`src/common/ecu_defines.vh`:
```
// Constants for the two-channel edge counter unit.
// Overview of operation
// Two counters, each with 32-bit count.
// Count selected source edges only after arming.
// Setting selects rising or falling source edges.
// Setting selects upward or downward counting.
// Direction: up, down, or follow aux input.
// Count reads never disturb ongoing counting.
// Active pause trigger holds the count.
// Pause from gate, polarity selectable.
// Buffered mode captures count per sample edge.
// Cumulative capture leaves count unchanged.
// Sample clock on gate, edge selectable.
// Buffered counting starts at arming itself.
// Non-cumulative capture clears count after capture.
// External source pulses at least once between sample edges; the bench gives one to three between sample edges.
// Arming loads programmable initial value, default zero.
`ifndef ECU_DEFINES_VH
`define ECU_DEFINES_VH

// ------------------------------------------------------------
// Register map: window stride in bytes, word indices inside one counter window.
// ------------------------------------------------------------
`define ECU_CH_STRIDE      8'h20
`define ECU_OFF_CTRL       3'h0
`define ECU_OFF_INIT       3'h1
`define ECU_OFF_COUNT      3'h2
`define ECU_OFF_STATUS     3'h3

// ------------------------------------------------------------
// Control register fields.
// ------------------------------------------------------------
`define ECU_CTRL_W         9
`define ECU_CTRL_ARM       0
`define ECU_CTRL_SRC_FALL  1
`define ECU_CTRL_DIR_LO    2
`define ECU_CTRL_PAUSE_EN  4
`define ECU_CTRL_PAUSE_HI  5
`define ECU_CTRL_MODE_LO   6
`define ECU_CTRL_SMP_FALL  8
`define ECU_CTRL_RST       9'h000

// ------------------------------------------------------------
// Direction and mode encodings.
// ------------------------------------------------------------
`define ECU_DIR_UP         2'h0
`define ECU_DIR_DOWN       2'h1
`define ECU_DIR_AUX        2'h2
`define ECU_MODE_DEMAND    2'h0
`define ECU_MODE_CUMUL     2'h1
`define ECU_MODE_NONCUM    2'h2

// ------------------------------------------------------------
// Status register fields and reset values.
// ------------------------------------------------------------
`define ECU_STAT_ARMED     0
`define ECU_STAT_OVERRUN   1
`define ECU_STAT_GATE      2
`define ECU_INIT_RST       32'h0000_0000
`define ECU_NCH            2

`endif

```
`src/core/ecu_core.v`:
```
// Two-channel edge counter with AHB-Lite registers and DMA capture streams.
`timescale 1ns/1ps
`include "ecu_defines.vh"

module ecu_core (
   input  wire        mclk_i,      // System clock, 50 MHz.
   input  wire        sys_rst_i,   // Synchronous reset, active high.
   input  wire        hsel_i,      // AHB-Lite slave select.
   input  wire [31:0] haddr_i,     // AHB-Lite address.
   input  wire [1:0]  htrans_i,    // AHB-Lite transfer type.
   input  wire        hwrite_i,    // AHB-Lite write flag.
   input  wire [2:0]  hsize_i,     // AHB-Lite size, word only.
   input  wire [31:0] hwdata_i,    // AHB-Lite write data.
   input  wire        hready_i,    // AHB-Lite bus ready.
   output wire        hreadyout_o, // Slave ready, never stalls.
   output wire        hresp_o,     // Slave response, always OKAY.
   output reg  [31:0] hrdata_o,    // Registered read data.
   input  wire [1:0]  src_i,       // Source pins, one per counter.
   input  wire [1:0]  gate_i,      // Gate pins, one per counter.
   input  wire [1:0]  aux_i,       // Direction pins, one per counter.
   output wire [1:0]  dma_valid_o, // Capture word available.
   input  wire [1:0]  dma_ready_i, // DMA controller takes the word.
   output wire [63:0] dma_data_o   // Capture words, counter 1 high.
);

   // ---------------------------------------------------------
   // Helper functions.
   // ---------------------------------------------------------

   // Returns one when the channel counts upward.
   function up_dir;
      input [1:0] dir;
      input       aux;
      begin
         case (dir)
            `ECU_DIR_UP:   up_dir = 1'b1;
            `ECU_DIR_DOWN: up_dir = 1'b0;
            `ECU_DIR_AUX:  up_dir = aux;
            default:       up_dir = 1'b1;
         endcase
      end
   endfunction

   // Returns one on the selected edge of a sampled signal.
   function sel_edge;
      input cur;
      input prev;
      input fall;
      begin
         sel_edge = fall ? (prev & ~cur) : (cur & ~prev);
      end
   endfunction

   // ---------------------------------------------------------
   // Bus slave: address phase capture.
   // ---------------------------------------------------------
   reg         dp_wr;     // Data phase holds a write.
   reg         dp_ch;     // Counter addressed by the write.
   reg  [2:0]  dp_reg;    // Register addressed by the write.
   wire        ap_take;   // Address phase accepted this edge.
   wire        ap_ch;     // Counter addressed now.
   wire [2:0]  ap_reg;    // Register addressed now.
   wire        ap_ok;     // Address hits a register in a known window.

   assign hreadyout_o = 1'b1;
   assign hresp_o     = 1'b0;
   assign ap_take     = hsel_i & htrans_i[1] & hready_i;
   assign ap_ch       = haddr_i[5];
   assign ap_reg      = haddr_i[4:2];
   assign ap_ok       = (haddr_i[31:6] == 26'h0) & (ap_reg <= `ECU_OFF_STATUS);

   // Latches the write target so data can be applied next cycle.
   always @(posedge mclk_i) begin
      if (sys_rst_i) begin
         dp_wr  <= 1'b0;
         dp_ch  <= 1'b0;
         dp_reg <= 3'h0;
      end else begin
         dp_wr  <= ap_take & hwrite_i & ap_ok;
         dp_ch  <= ap_ch;
         dp_reg <= ap_reg;
      end
   end

   // ---------------------------------------------------------
   // Per-counter state gathered into flat vectors.
   // ---------------------------------------------------------
   wire [2*`ECU_CTRL_W-1:0] ctrl_v;   // Control words.
   wire [63:0]              init_v;   // Initial values.
   wire [63:0]              count_v;  // Live counts.
   wire [5:0]               stat_v;   // Status bits.

   // Registers the read word at the address phase so data comes from flops.
   always @(posedge mclk_i) begin
      if (sys_rst_i) begin
         hrdata_o <= 32'h0000_0000;
      end else if (ap_take & ~hwrite_i) begin
         // Unmapped addresses read as zero.
         hrdata_o <= 32'h0000_0000;
         if (ap_ok) begin
            case (ap_reg)
               `ECU_OFF_CTRL: begin
                  hrdata_o <= {23'h0, ctrl_v[ap_ch*`ECU_CTRL_W +: `ECU_CTRL_W]};
               end
               `ECU_OFF_INIT: begin
                  hrdata_o <= init_v[ap_ch*32 +: 32];
               end
               `ECU_OFF_COUNT: begin
                  hrdata_o <= count_v[ap_ch*32 +: 32];
               end
               `ECU_OFF_STATUS: begin
                  hrdata_o <= {29'h0, stat_v[ap_ch*3 +: 3]};
               end
               default: begin
                  hrdata_o <= 32'h0000_0000;
               end
            endcase
         end
      end
   end

   // ---------------------------------------------------------
   // Counter channels.
   // ---------------------------------------------------------
   genvar g;
   generate
      for (g = 0; g < `ECU_NCH; g = g + 1) begin : ch
         reg  [`ECU_CTRL_W-1:0] ctrl;     // Control word.
         reg  [31:0]            init;     // Value loaded on arming.
         reg  [31:0]            count;    // The count itself.
         reg                    armed;    // Counting enabled.
         reg                    overrun;  // Capture lost, buffer full.
         reg  [1:0]             src_s;    // Source synchroniser.
         reg  [1:0]             gate_s;   // Gate synchroniser.
         reg  [1:0]             aux_s;    // Direction synchroniser.
         reg                    src_d;    // Previous synced source.
         reg                    gate_d;   // Previous synced gate.
         reg  [31:0]            buf0;     // Buffer head word.
         reg  [31:0]            buf1;     // Buffer second word.
         reg  [1:0]             fill;     // Words in the buffer.
         wire                   wr_me;    // Write aimed at this counter.
         wire                   arm_go;   // Arming edge from software.
         wire [1:0]             mode;     // Operating mode.
         wire                   buffered; // Either buffered mode.
         wire                   paused;   // Pause trigger active.
         wire                   src_hit;  // Selected source edge.
         wire                   smp_hit;  // Selected sample edge.
         wire                   step;     // Count this cycle.
         wire [31:0]            stepped;  // Count after one step.
         wire [31:0]            unit;     // Step from zero.
         wire                   push;     // Capture enters buffer.
         wire                   pop;      // DMA takes the head word.
         wire                   lost;     // Capture found buffer full.

         assign wr_me    = dp_wr & (dp_ch == g);
         assign arm_go   = wr_me & (dp_reg == `ECU_OFF_CTRL)
                           & hwdata_i[`ECU_CTRL_ARM] & ~armed;
         assign mode     = ctrl[`ECU_CTRL_MODE_LO +: 2];
         assign buffered = (mode == `ECU_MODE_CUMUL) | (mode == `ECU_MODE_NONCUM);
         // Pause applies outside the two buffered modes; in buffered modes gate is the sample clock.
         assign paused   = ~buffered & ctrl[`ECU_CTRL_PAUSE_EN]
                           & (gate_s[1] == ctrl[`ECU_CTRL_PAUSE_HI]);
         assign src_hit  = sel_edge(src_s[1], src_d, ctrl[`ECU_CTRL_SRC_FALL]);
         assign smp_hit  = armed & buffered
                           & sel_edge(gate_s[1], gate_d, ctrl[`ECU_CTRL_SMP_FALL]);
         assign step     = armed & src_hit & ~paused; // see
         assign stepped  = up_dir(ctrl[`ECU_CTRL_DIR_LO +: 2], aux_s[1])
                           ? count + 32'h1 : count - 32'h1; // see
         assign unit     = up_dir(ctrl[`ECU_CTRL_DIR_LO +: 2], aux_s[1])
                           ? 32'h1 : 32'hffff_ffff;
         assign pop      = (fill != 2'h0) & dma_ready_i[g];
         assign push     = smp_hit & ((fill != 2'h2) | pop);
         assign lost     = smp_hit & ~push;

         // Brings the pins into the clock domain through two flops each.
         always @(posedge mclk_i) begin
            if (sys_rst_i) begin
               src_s  <= 2'h0;
               gate_s <= 2'h0;
               aux_s  <= 2'h0;
               src_d  <= 1'b0;
               gate_d <= 1'b0;
            end else begin
               src_s  <= {src_s[0], src_i[g]};
               gate_s <= {gate_s[0], gate_i[g]};
               aux_s  <= {aux_s[0], aux_i[g]};
               src_d  <= src_s[1];
               gate_d <= gate_s[1];
            end
         end

         // Holds the software settings; arm bit is tracked by armed.
         always @(posedge mclk_i) begin
            if (sys_rst_i) begin
               ctrl  <= `ECU_CTRL_RST;
               init  <= `ECU_INIT_RST;
               armed <= 1'b0;
            end else if (wr_me) begin
               if (dp_reg == `ECU_OFF_CTRL) begin
                  ctrl  <= hwdata_i[`ECU_CTRL_W-1:0];
                  armed <= hwdata_i[`ECU_CTRL_ARM];
               end else if (dp_reg == `ECU_OFF_INIT) begin
                  init <= hwdata_i;
               end
            end
         end

         // Counts edges; arming loads the initial value first.
         always @(posedge mclk_i) begin
            if (sys_rst_i) begin
               count <= 32'h0000_0000;
            end else if (arm_go) begin
               count <= init; // see
            end else if (smp_hit & (mode == `ECU_MODE_NONCUM)) begin
               // Clear after capture, keeping an edge of the same cycle.
               count <= step ? unit : 32'h0000_0000;
            end else if (step) begin
               // Cumulative capture falls here and leaves the count alone.
               count <= stepped;
            end
         end

         // Two-entry buffer; a stalled DMA loses a capture only when two words already wait.
         always @(posedge mclk_i) begin
            if (sys_rst_i) begin
               buf0 <= 32'h0000_0000;
               buf1 <= 32'h0000_0000;
               fill <= 2'h0;
            end else begin
               if (pop) begin
                  buf0 <= buf1;
               end
               if (push) begin
                  if ((fill == 2'h0) | ((fill == 2'h1) & pop)) begin
                     buf0 <= count;
                  end else begin
                     buf1 <= count;
                  end
               end
               fill <= fill + {1'b0, push} - {1'b0, pop};
            end
         end

         // Sticky overrun; a new loss wins over a same-cycle clear.
         always @(posedge mclk_i) begin
            if (sys_rst_i) begin
               overrun <= 1'b0;
            end else if (lost) begin
               overrun <= 1'b1;
            end else if (wr_me & (dp_reg == `ECU_OFF_STATUS)
                         & hwdata_i[`ECU_STAT_OVERRUN]) begin
               overrun <= 1'b0;
            end
         end

         assign ctrl_v[g*`ECU_CTRL_W +: `ECU_CTRL_W] = {ctrl[`ECU_CTRL_W-1:1], armed};
         assign init_v[g*32 +: 32]   = init;
         assign count_v[g*32 +: 32]  = count;
         assign stat_v[g*3 +: 3]     = {gate_s[1], overrun, armed};
         assign dma_valid_o[g]       = (fill != 2'h0);
         assign dma_data_o[g*32 +: 32] = buf0;
      end
   endgenerate

endmodule

```
`config.mk`:
```
export PLATFORM = sky130hd
export DESIGN_NAME = ecu_core
export DESIGN_NICKNAME = d
export VERILOG_FILES = /design/src/core/ecu_core.v
export VERILOG_INCLUDE_DIRS = /design/src /design/src/common
export SDC_FILE = /design/constraint.sdc
export NUM_CORES = 1
export LEC_CHECK = 0
export ABC_AREA = 1
export BUFFER_PORTS_ARGS = -buffer_cell sky130_fd_sc_hd__buf_2
export CORE_MARGIN = 2
export CORE_UTILIZATION = 46
export DETAILED_ROUTE_END_ITERATION = 6
export PLACE_DENSITY = 0.76
export SLEW_MARGIN = 20
export SYNTH_ARGS = -nofsm -noshare
export SYNTH_HDL_FRONTEND = slang
export SYNTH_SLANG_ARGS = --single-unit
export TNS_END_PERCENT = 100
```
`constraint.sdc`:
```
create_clock -name mclk_i -period 3 [get_ports mclk_i]
set_input_delay 0.45 -clock mclk_i [delete_from_list [all_inputs] [get_ports mclk_i]]
set_output_delay 0.45 -clock mclk_i [all_outputs]
set_load 0.005 [all_outputs]
```
==> summary.md, run 1 <==
| Metric | Value |
|---|---|
| Status | `finished, final reports clean` |
| Setup TNS | `0 ns` |
| IO buf count | `173` |
| Async set-reset flop share out of synthesis | `0%` |
| CTS max path bufs | `3` |
| FP Rows | `73` |
| Clock latency on the worst-skew pair | `0.55 ns` |
| CTS resizes | `0` |
| Number of I/O pins | `182` |
| Vias per cell | `5.51` |
| Clock sinks | `333` |
| RSZ-0062 raised after global routing | `no` |
| Vias | `19,591` |
| YS warnings | `0` |
| CTS tree | `yes` |
| Antenna diode instance count | `0` |
| Number of synthesized register bits | `333` |
| Actual transition at the worst max-transition pin | `1.13 ns` |
| Most common cell after layout, fill and taps aside | `nand2_1` |
| Max frequency | `0.373 GHz` |
| Syn Nets | `2,990` |
| Hold Vio Cnt, Final | `0` |
| Largest net degree at the start of global routing | `114` |
| Final critical-path required period | `2.68 ns` |
| Initial Util | `46.5%` |
| Tot GR Track Use | `28.3%` |
| Die H | `204 um` |
| Lkg Pwr | `9.07 nW` |
| Global-route wire length before repair | `94.9 mm` |
| Final wirelength | `59.9 mm` |
| Clock skew | `0.0134 ns` |
| Crit path kind | `reg -> reg` |
| Share of post-route cells with drive strength above 1 | `11.2%` |
| DR WL/cell | `16.8 um` |
| CP endpoint kind | `flip-flop` |
| Final setup vio count | `0` |
| EDFF count, synth | `0` |
| Rel. slew slack | `24.4%` |
| CTS Hold Bufs | `0` |
| Gr ovfl total | `0` |
| Die area | `0.0416 mm^2` |
| WP data required | `3.48 ns` |
| Reg clk slew, reported paths | `0.06 ns` |
| Post-CTS Setup Inserts | `0` |
| Largest fanout on the critical path | `25` |
| Crit path DAT | `3.16 ns` |
| CTS root buffer | `clkbuf_16` |
| Max-slew violations | `0` |
| Vias in the first global route | `17,681` |
| Net count, final | `3,093` |
| Post-Syn Area per Cell | `6.33 um^2` |
| Maximum vdd drop | `465 uV` |
| Synth unique cells | `47` |
| Dpl hpwl | `43.9 mm` |
| Initial antenna violation count | `0` |
| Hold Path Class | `in -> reg` |
| Antenna Violating Nets Remaining | `0` |
| Max H-tree Level | `2` |
| Most frequent cells in the layout | `721 x nand2_1, 413 x o21ai_0, 333 x dfxtp_1` |
| Overall power | `9.95 mW` |
| Initial DRC Count | `1,953` |
| Num CTS Buffers | `38` |
| Max cap viols | `0` |
| Pwr per Cell Area | `474 mW/mm^2` |
| Tcrit/Tclk final | `89.4%` |
| Top FF cell, synth | `dfxtp_1` |
| Design area | `0.0210 mm^2` |
| Cell Area, Synth | `0.0184 mm^2` |
| Sequential-to-total area share from yosys stat | `36.3%` |
| Die Width | `204 um` |
| First-pass iteration count of the detailed router | `6` |
| Placed cell area | `0.0197 mm^2` |
| DR DRC count | `0` |
| GP Congestion | `0.970` |
| Synth-to-Final Area Change | `14.3%` |
| Syn Inst Count | `2,902` |
| CP startpoint kind | `flip-flop` |
| Core area | `0.0395 mm^2` |
==> cell families after synthesis <==
kind of cell / after synthesis / synth area share, %
adder cells (fa/ha/maj): 6 / 0.408
AO/OA/AOI/OAI: 855 / 25.2
buffers and inverters: 485 / 10.3
XOR/XNOR: 18 / 1.04
flip-flops: 333 / 36.3
other: 2 / 0.0409
AND/OR/NAND/NOR: 1203 / 26.7
==> per-layer routing <==
layer | up-vias | global-route usage, % | wire length, um
met5 | - | 0 | 0
met4 | 0 | 10.1 | 2100
met3 | 105 | 3.68 | 4130
met2 | 714 | 44.7 | 26800
met1 | 9001 | 39.7 | 26900
li1 | 9771 | - | -
==> layout make-up <==
type / count / area [um^2]
repair buffers: 224 / 1330
flip-flops and latches: 333 / 6670
fillers: 3964 / 18500
well taps: 525 / 657
clock buffers: 54 / 1110
inverters: 324 / 1220
clock inverters: 14 / 190
multi-input cells: 2084 / 9830
==> worst max-delay path, cell delays in order, from the launching register on <==
cell and delay, ns:
dfxtp_1 0.46, nand3_2 0.21, nand2_4 0.36, buf_4 0.26, xor2_4 0.22, nand3_1 0.21, nor2_1 0.19, and2_1 0.13
nand2_1 0.07, nand3_1 0.08, nand3_1 0.13, nand2_1 0.11, nand2_1 0.05, a21oi_1 0.11
==> power breakdown <==
part / total, mW / internal [mW] / switching, mW / leakage (nW)
clock: 4.86 / 2.94 / 1.92 / 0.636
combinational: 0.625 / 0.168 / 0.458 / 5.75
sequential: 4.47 / 4.45 / 0.0218 / 2.68
total: 9.95 / 7.55 / 2.40 / 9.07
==> path summary, 6_finish.rpt <==
kind / from / to / slack [ns] / depth (start not counted)
worst max-delay path: ch[1].ctrl[3] / ch[1].count[27] / 0.32 / 13
worst min-delay path: src_i[0] / ch[0].src_s[0] / 0.1 / 3
worst max register to register: ch[1].ctrl[3] / ch[1].count[27] / 0.32 / 13
worst min register to register: ch[1].src_s[0] / ch[1].src_s[1] / 0.40 / 2
==> cells in the mapped netlist, types with 6 or more instances <==
cell type / instances / area [um^2]
buf_2: 12 / 60.1
nand2_2: 16 / 100
o21ai_0: 413 / 2070
nor3_1: 10 / 50.1
clkbuf_1: 131 / 492
nand2_1: 722 / 2710
a31oi_1: 40 / 250
o21bai_1: 8 / 60.1
nor2_1: 255 / 957
buf_4: 6 / 45.0
buf_1: 7 / 26.3
and2_1: 9 / 56.3
a21oi_1: 303 / 1520
inv_2: 10 / 37.5
o22ai_1: 21 / 131
ha_1: 6 / 75.1
xor2_1: 15 / 131
inv_1: 309 / 1160
nand3_1: 156 / 781
a41oi_1: 51 / 447
nor4_1: 6 / 37.5
dfxtp_1: 333 / 6670
nand4_1: 9 / 56.3
==> per-stage QoR <==
step / hold slack, ns / worst slack, ns / util (%) / std cells
floorplan: 0.388 / 0.656 / - / 2902
global placement: 0.396 / 0.332 / 49.8 / 3490
detailed placement: 0.398 / 0.302 / 49.8 / 3490
CTS: 0.0858 / 0.264 / 53.1 / 3558
global route: 0.103 / 0.0550 / 53.1 / 3558
finish: 0.0997 / 0.319 / 53.1 / 3558
Note: power is estimated with default switching activity, not from simulation.
==> run 2: changes to the inputs <==
==> constraint.sdc (replaced) <==
create_clock -name mclk_i -period 2.67 [get_ports mclk_i]
set_input_delay 0.4005 -clock mclk_i [delete_from_list [all_inputs] [get_ports mclk_i]]
set_output_delay 0.4005 -clock mclk_i [all_outputs]
set_load 0.005 [all_outputs]
==> run 2 against run 1 <==
Compared with the run above:
- register-to-register slack got worse by 0.13 ns
- sequential cell count is the same
- critical path depth increased by 4
- cell area grew 2.1%
- setup slack worse by 0.13 ns
- via count up 0.97%
- combinational power grew 14%
- critical path type unchanged
- critical endpoint is now ch[0].count[28]
==> summary.md, run 2 (same netlist as run 1, synthesis figures left out) <==
| Metric | Value |
|---|---|
| Status | `finished, final reports clean` |
| Dpl hpwl | `44.6 mm` |
| Setup TNS | `0 ns` |
| Num CTS Buffers | `38` |
| Most common cell after layout, fill and taps aside | `nand2_1` |
| CP startpoint kind | `flip-flop` |
| Die H | `204 um` |
| Clock group share of total power | `48.4%` |
| Hold Crit Start | `gate_i[0]` |
| Max cap viols | `0` |
| Largest fanout on the critical path | `30` |
| Initial DRC Count | `1,947` |
| Reg-to-reg endpoint | `ch[0].count[28]` |
| CTS Hold Bufs | `0` |
| Cell internal pwr | `8.39 mW` |
| Initial Util | `46.5%` |
| Synth-to-Final Area Change | `16.7%` |
| Clock sinks | `333` |
| Most frequent cells in the layout | `717 x nand2_1, 413 x o21ai_0, 331 x dfxtp_1` |
| DR WL/cell | `17.0 um` |
| GP Congestion | `0.971` |
| Max frequency | `0.403 GHz` |
| Final wirelength | `61.2 mm` |
| Core area | `0.0395 mm^2` |
| Lkg Pwr | `9.33 nW` |
| Number of I/O pins | `182` |
| Worst R2R Start | `ch[0].ctrl[3]` |
| CTS root buffer | `clkbuf_16` |
| Antenna Violating Nets Remaining | `0` |
| Final critical-path required period | `2.48 ns` |
| Crit path DAT | `2.96 ns` |
| Final setup vio count | `0` |
| Sequential share of power | `45.2%` |
| Die area | `0.0416 mm^2` |
| Tcrit/Tclk final | `93.0%` |
| RSZ-0062 raised after global routing | `no` |
| Capture point of the worst path | `ch[0].count[28]` |
| Reg2Reg Depth | `17` |
| Design area | `0.0215 mm^2` |
| Vias | `19,781` |
| Area of the multi-input gates | `0.00988 mm^2` |
| Crit path kind | `reg -> reg` |
| First-pass iteration count of the detailed router | `5` |
| Global-route wire length before repair | `96.6 mm` |
| Maximum vdd drop | `411 uV` |
| Clock latency on the worst-skew pair | `0.57 ns` |
| Clock skew | `0.0167 ns` |
| Overall power | `11.1 mW` |
| Share of post-route cells with drive strength above 1 | `12.9%` |
| Actual transition at the worst max-transition pin | `1.07 ns` |
| CP endpoint kind | `flip-flop` |
| Gr ovfl total | `0` |
| Max H-tree Level | `2` |
| Placed cell area | `0.0200 mm^2` |
| Pwr per Cell Area | `518 mW/mm^2` |
| Worst setup startpoint | `ch[0].ctrl[3]` |
| CTS max path bufs | `3` |
| Hold Path Class | `in -> reg` |
| DR DRC count | `0` |
| Max-slew violations | `0` |
| IO buf count | `173` |
| Die Width | `204 um` |
| CTS tree | `yes` |
| Flip-flop and latch area | `0.00667 mm^2` |
| Vias per cell | `5.50` |
| Rel. slew slack | `28.8%` |
| Reg clk slew, reported paths | `0.06 ns` |
| FP Rows | `73` |
| Fill cells | `3,907` |
| Hold Vio Cnt, Final | `0` |
| Vias in the first global route | `18,061` |
| R2R Setup Slk | `0.19 ns` |
| Sw frac | `24.5%` |
| Share of total power in combinational logic | `6.4%` |
| Sw power | `2.72 mW` |
| Net count, final | `3,134` |
| Antenna diode instance count | `0` |
| Largest net degree at the start of global routing | `102` |
| Final Util | `54.3%` |
| Initial antenna violation count | `0` |
| Tot GR Track Use | `28.8%` |
| WP data required | `3.15 ns` |
[run 2: cell count changes in the layout (fill, tap and decap cells not counted), sizes merged]
cell / change
buf: +40
clkbuf: -3
clkinv: +3
clkinvlp: -1
inv: +2
[run 2: worst min path at each step]
| stage | depth (start not counted) | to | slack (ns) |
|---|---|---|---|
| 2_1_floorplan | 2 | ch[0].aux_s[1] | 0.39 |
| 3_3_place_gp | 2 | ch[0].src_s[1] | 0.39 |
| 6_report | 3 | ch[0].gate_s[0] | 0.04 |
| 5_1_grt | 3 | ch[0].src_s[0] | 0.04 |
| 4_1_cts | 3 | ch[0].gate_s[0] | 0.02 |
| 3_5_place_dp | 2 | ch[0].src_s[1] | 0.40 |
[run 2: power groups by stage]
stage                     registers [mW]  logic [mW]  clock network [mW]
final                               5.02       0.713                5.37
after global routing                5.02       0.784                5.63
after CTS                           5.02       0.697                5.45
after detailed placement            5.13       0.692                   0
after global placement              5.13       0.687                   0
after floorplan                     5.13       0.430                   0
[run 2: cell type report]
type,instances,area share (%)
clock inverter,18,1.05
inverter,324,5.68
timing repair buffer,265,8.14
clock buffer,50,4.92
multi-input combinational,2084,46.1
tap,525,3.06
sequential,333,31.1
[run 2: worst max-delay path, stage by stage (launching register included)]
cell,delay [ns]
dfxtp_1,0.40
inv_1,0.13
nand2_2,0.14
nand2_2,0.09
buf_12,0.17
nand2_1,0.07
nand2_1,0.12
nor2_2,0.19
nand2_1,0.13
nor2_1,0.10
nand2_1,0.07
nand3_1,0.17
nand2_1,0.13
nand3_1,0.11
nand3_1,0.12
nand2_1,0.09
nand2_1,0.05
a21oi_1,0.12
[run 2: repair_timing]
| item | in CTS | in global routing |
|---|---|---|
| gates resized for setup | 0 | 19 |
| buffers inserted | 0 | 2 |
| setup endpoints to repair | 0 | 24 |
[run 2: metrics by stage]
| step | setup slack (ns) | hold WS (ns) | std cells |
|---|---|---|---|
| global placement | 0.223 | 0.394 | 3527 |
| finish | 0.188 | 0.0371 | 3599 |
| CTS | 0.172 | 0.0198 | 3595 |
| floorplan | 0.326 | 0.388 | 2902 |
| detailed placement | 0.204 | 0.397 | 3527 |
| global route | 0.0131 | 0.0384 | 3599 |
[run 2: routing by layer]
metal / track usage, % / routed length (um) / vias to the layer above
met3: 4.59 / 5220 / 113
met4: 11.2 / 2290 / 0
li1: - / - / 9848
met2: 45.0 / 26800 / 871
met5: 0 / 0 / -
met1: 39.9 / 26900 / 8949
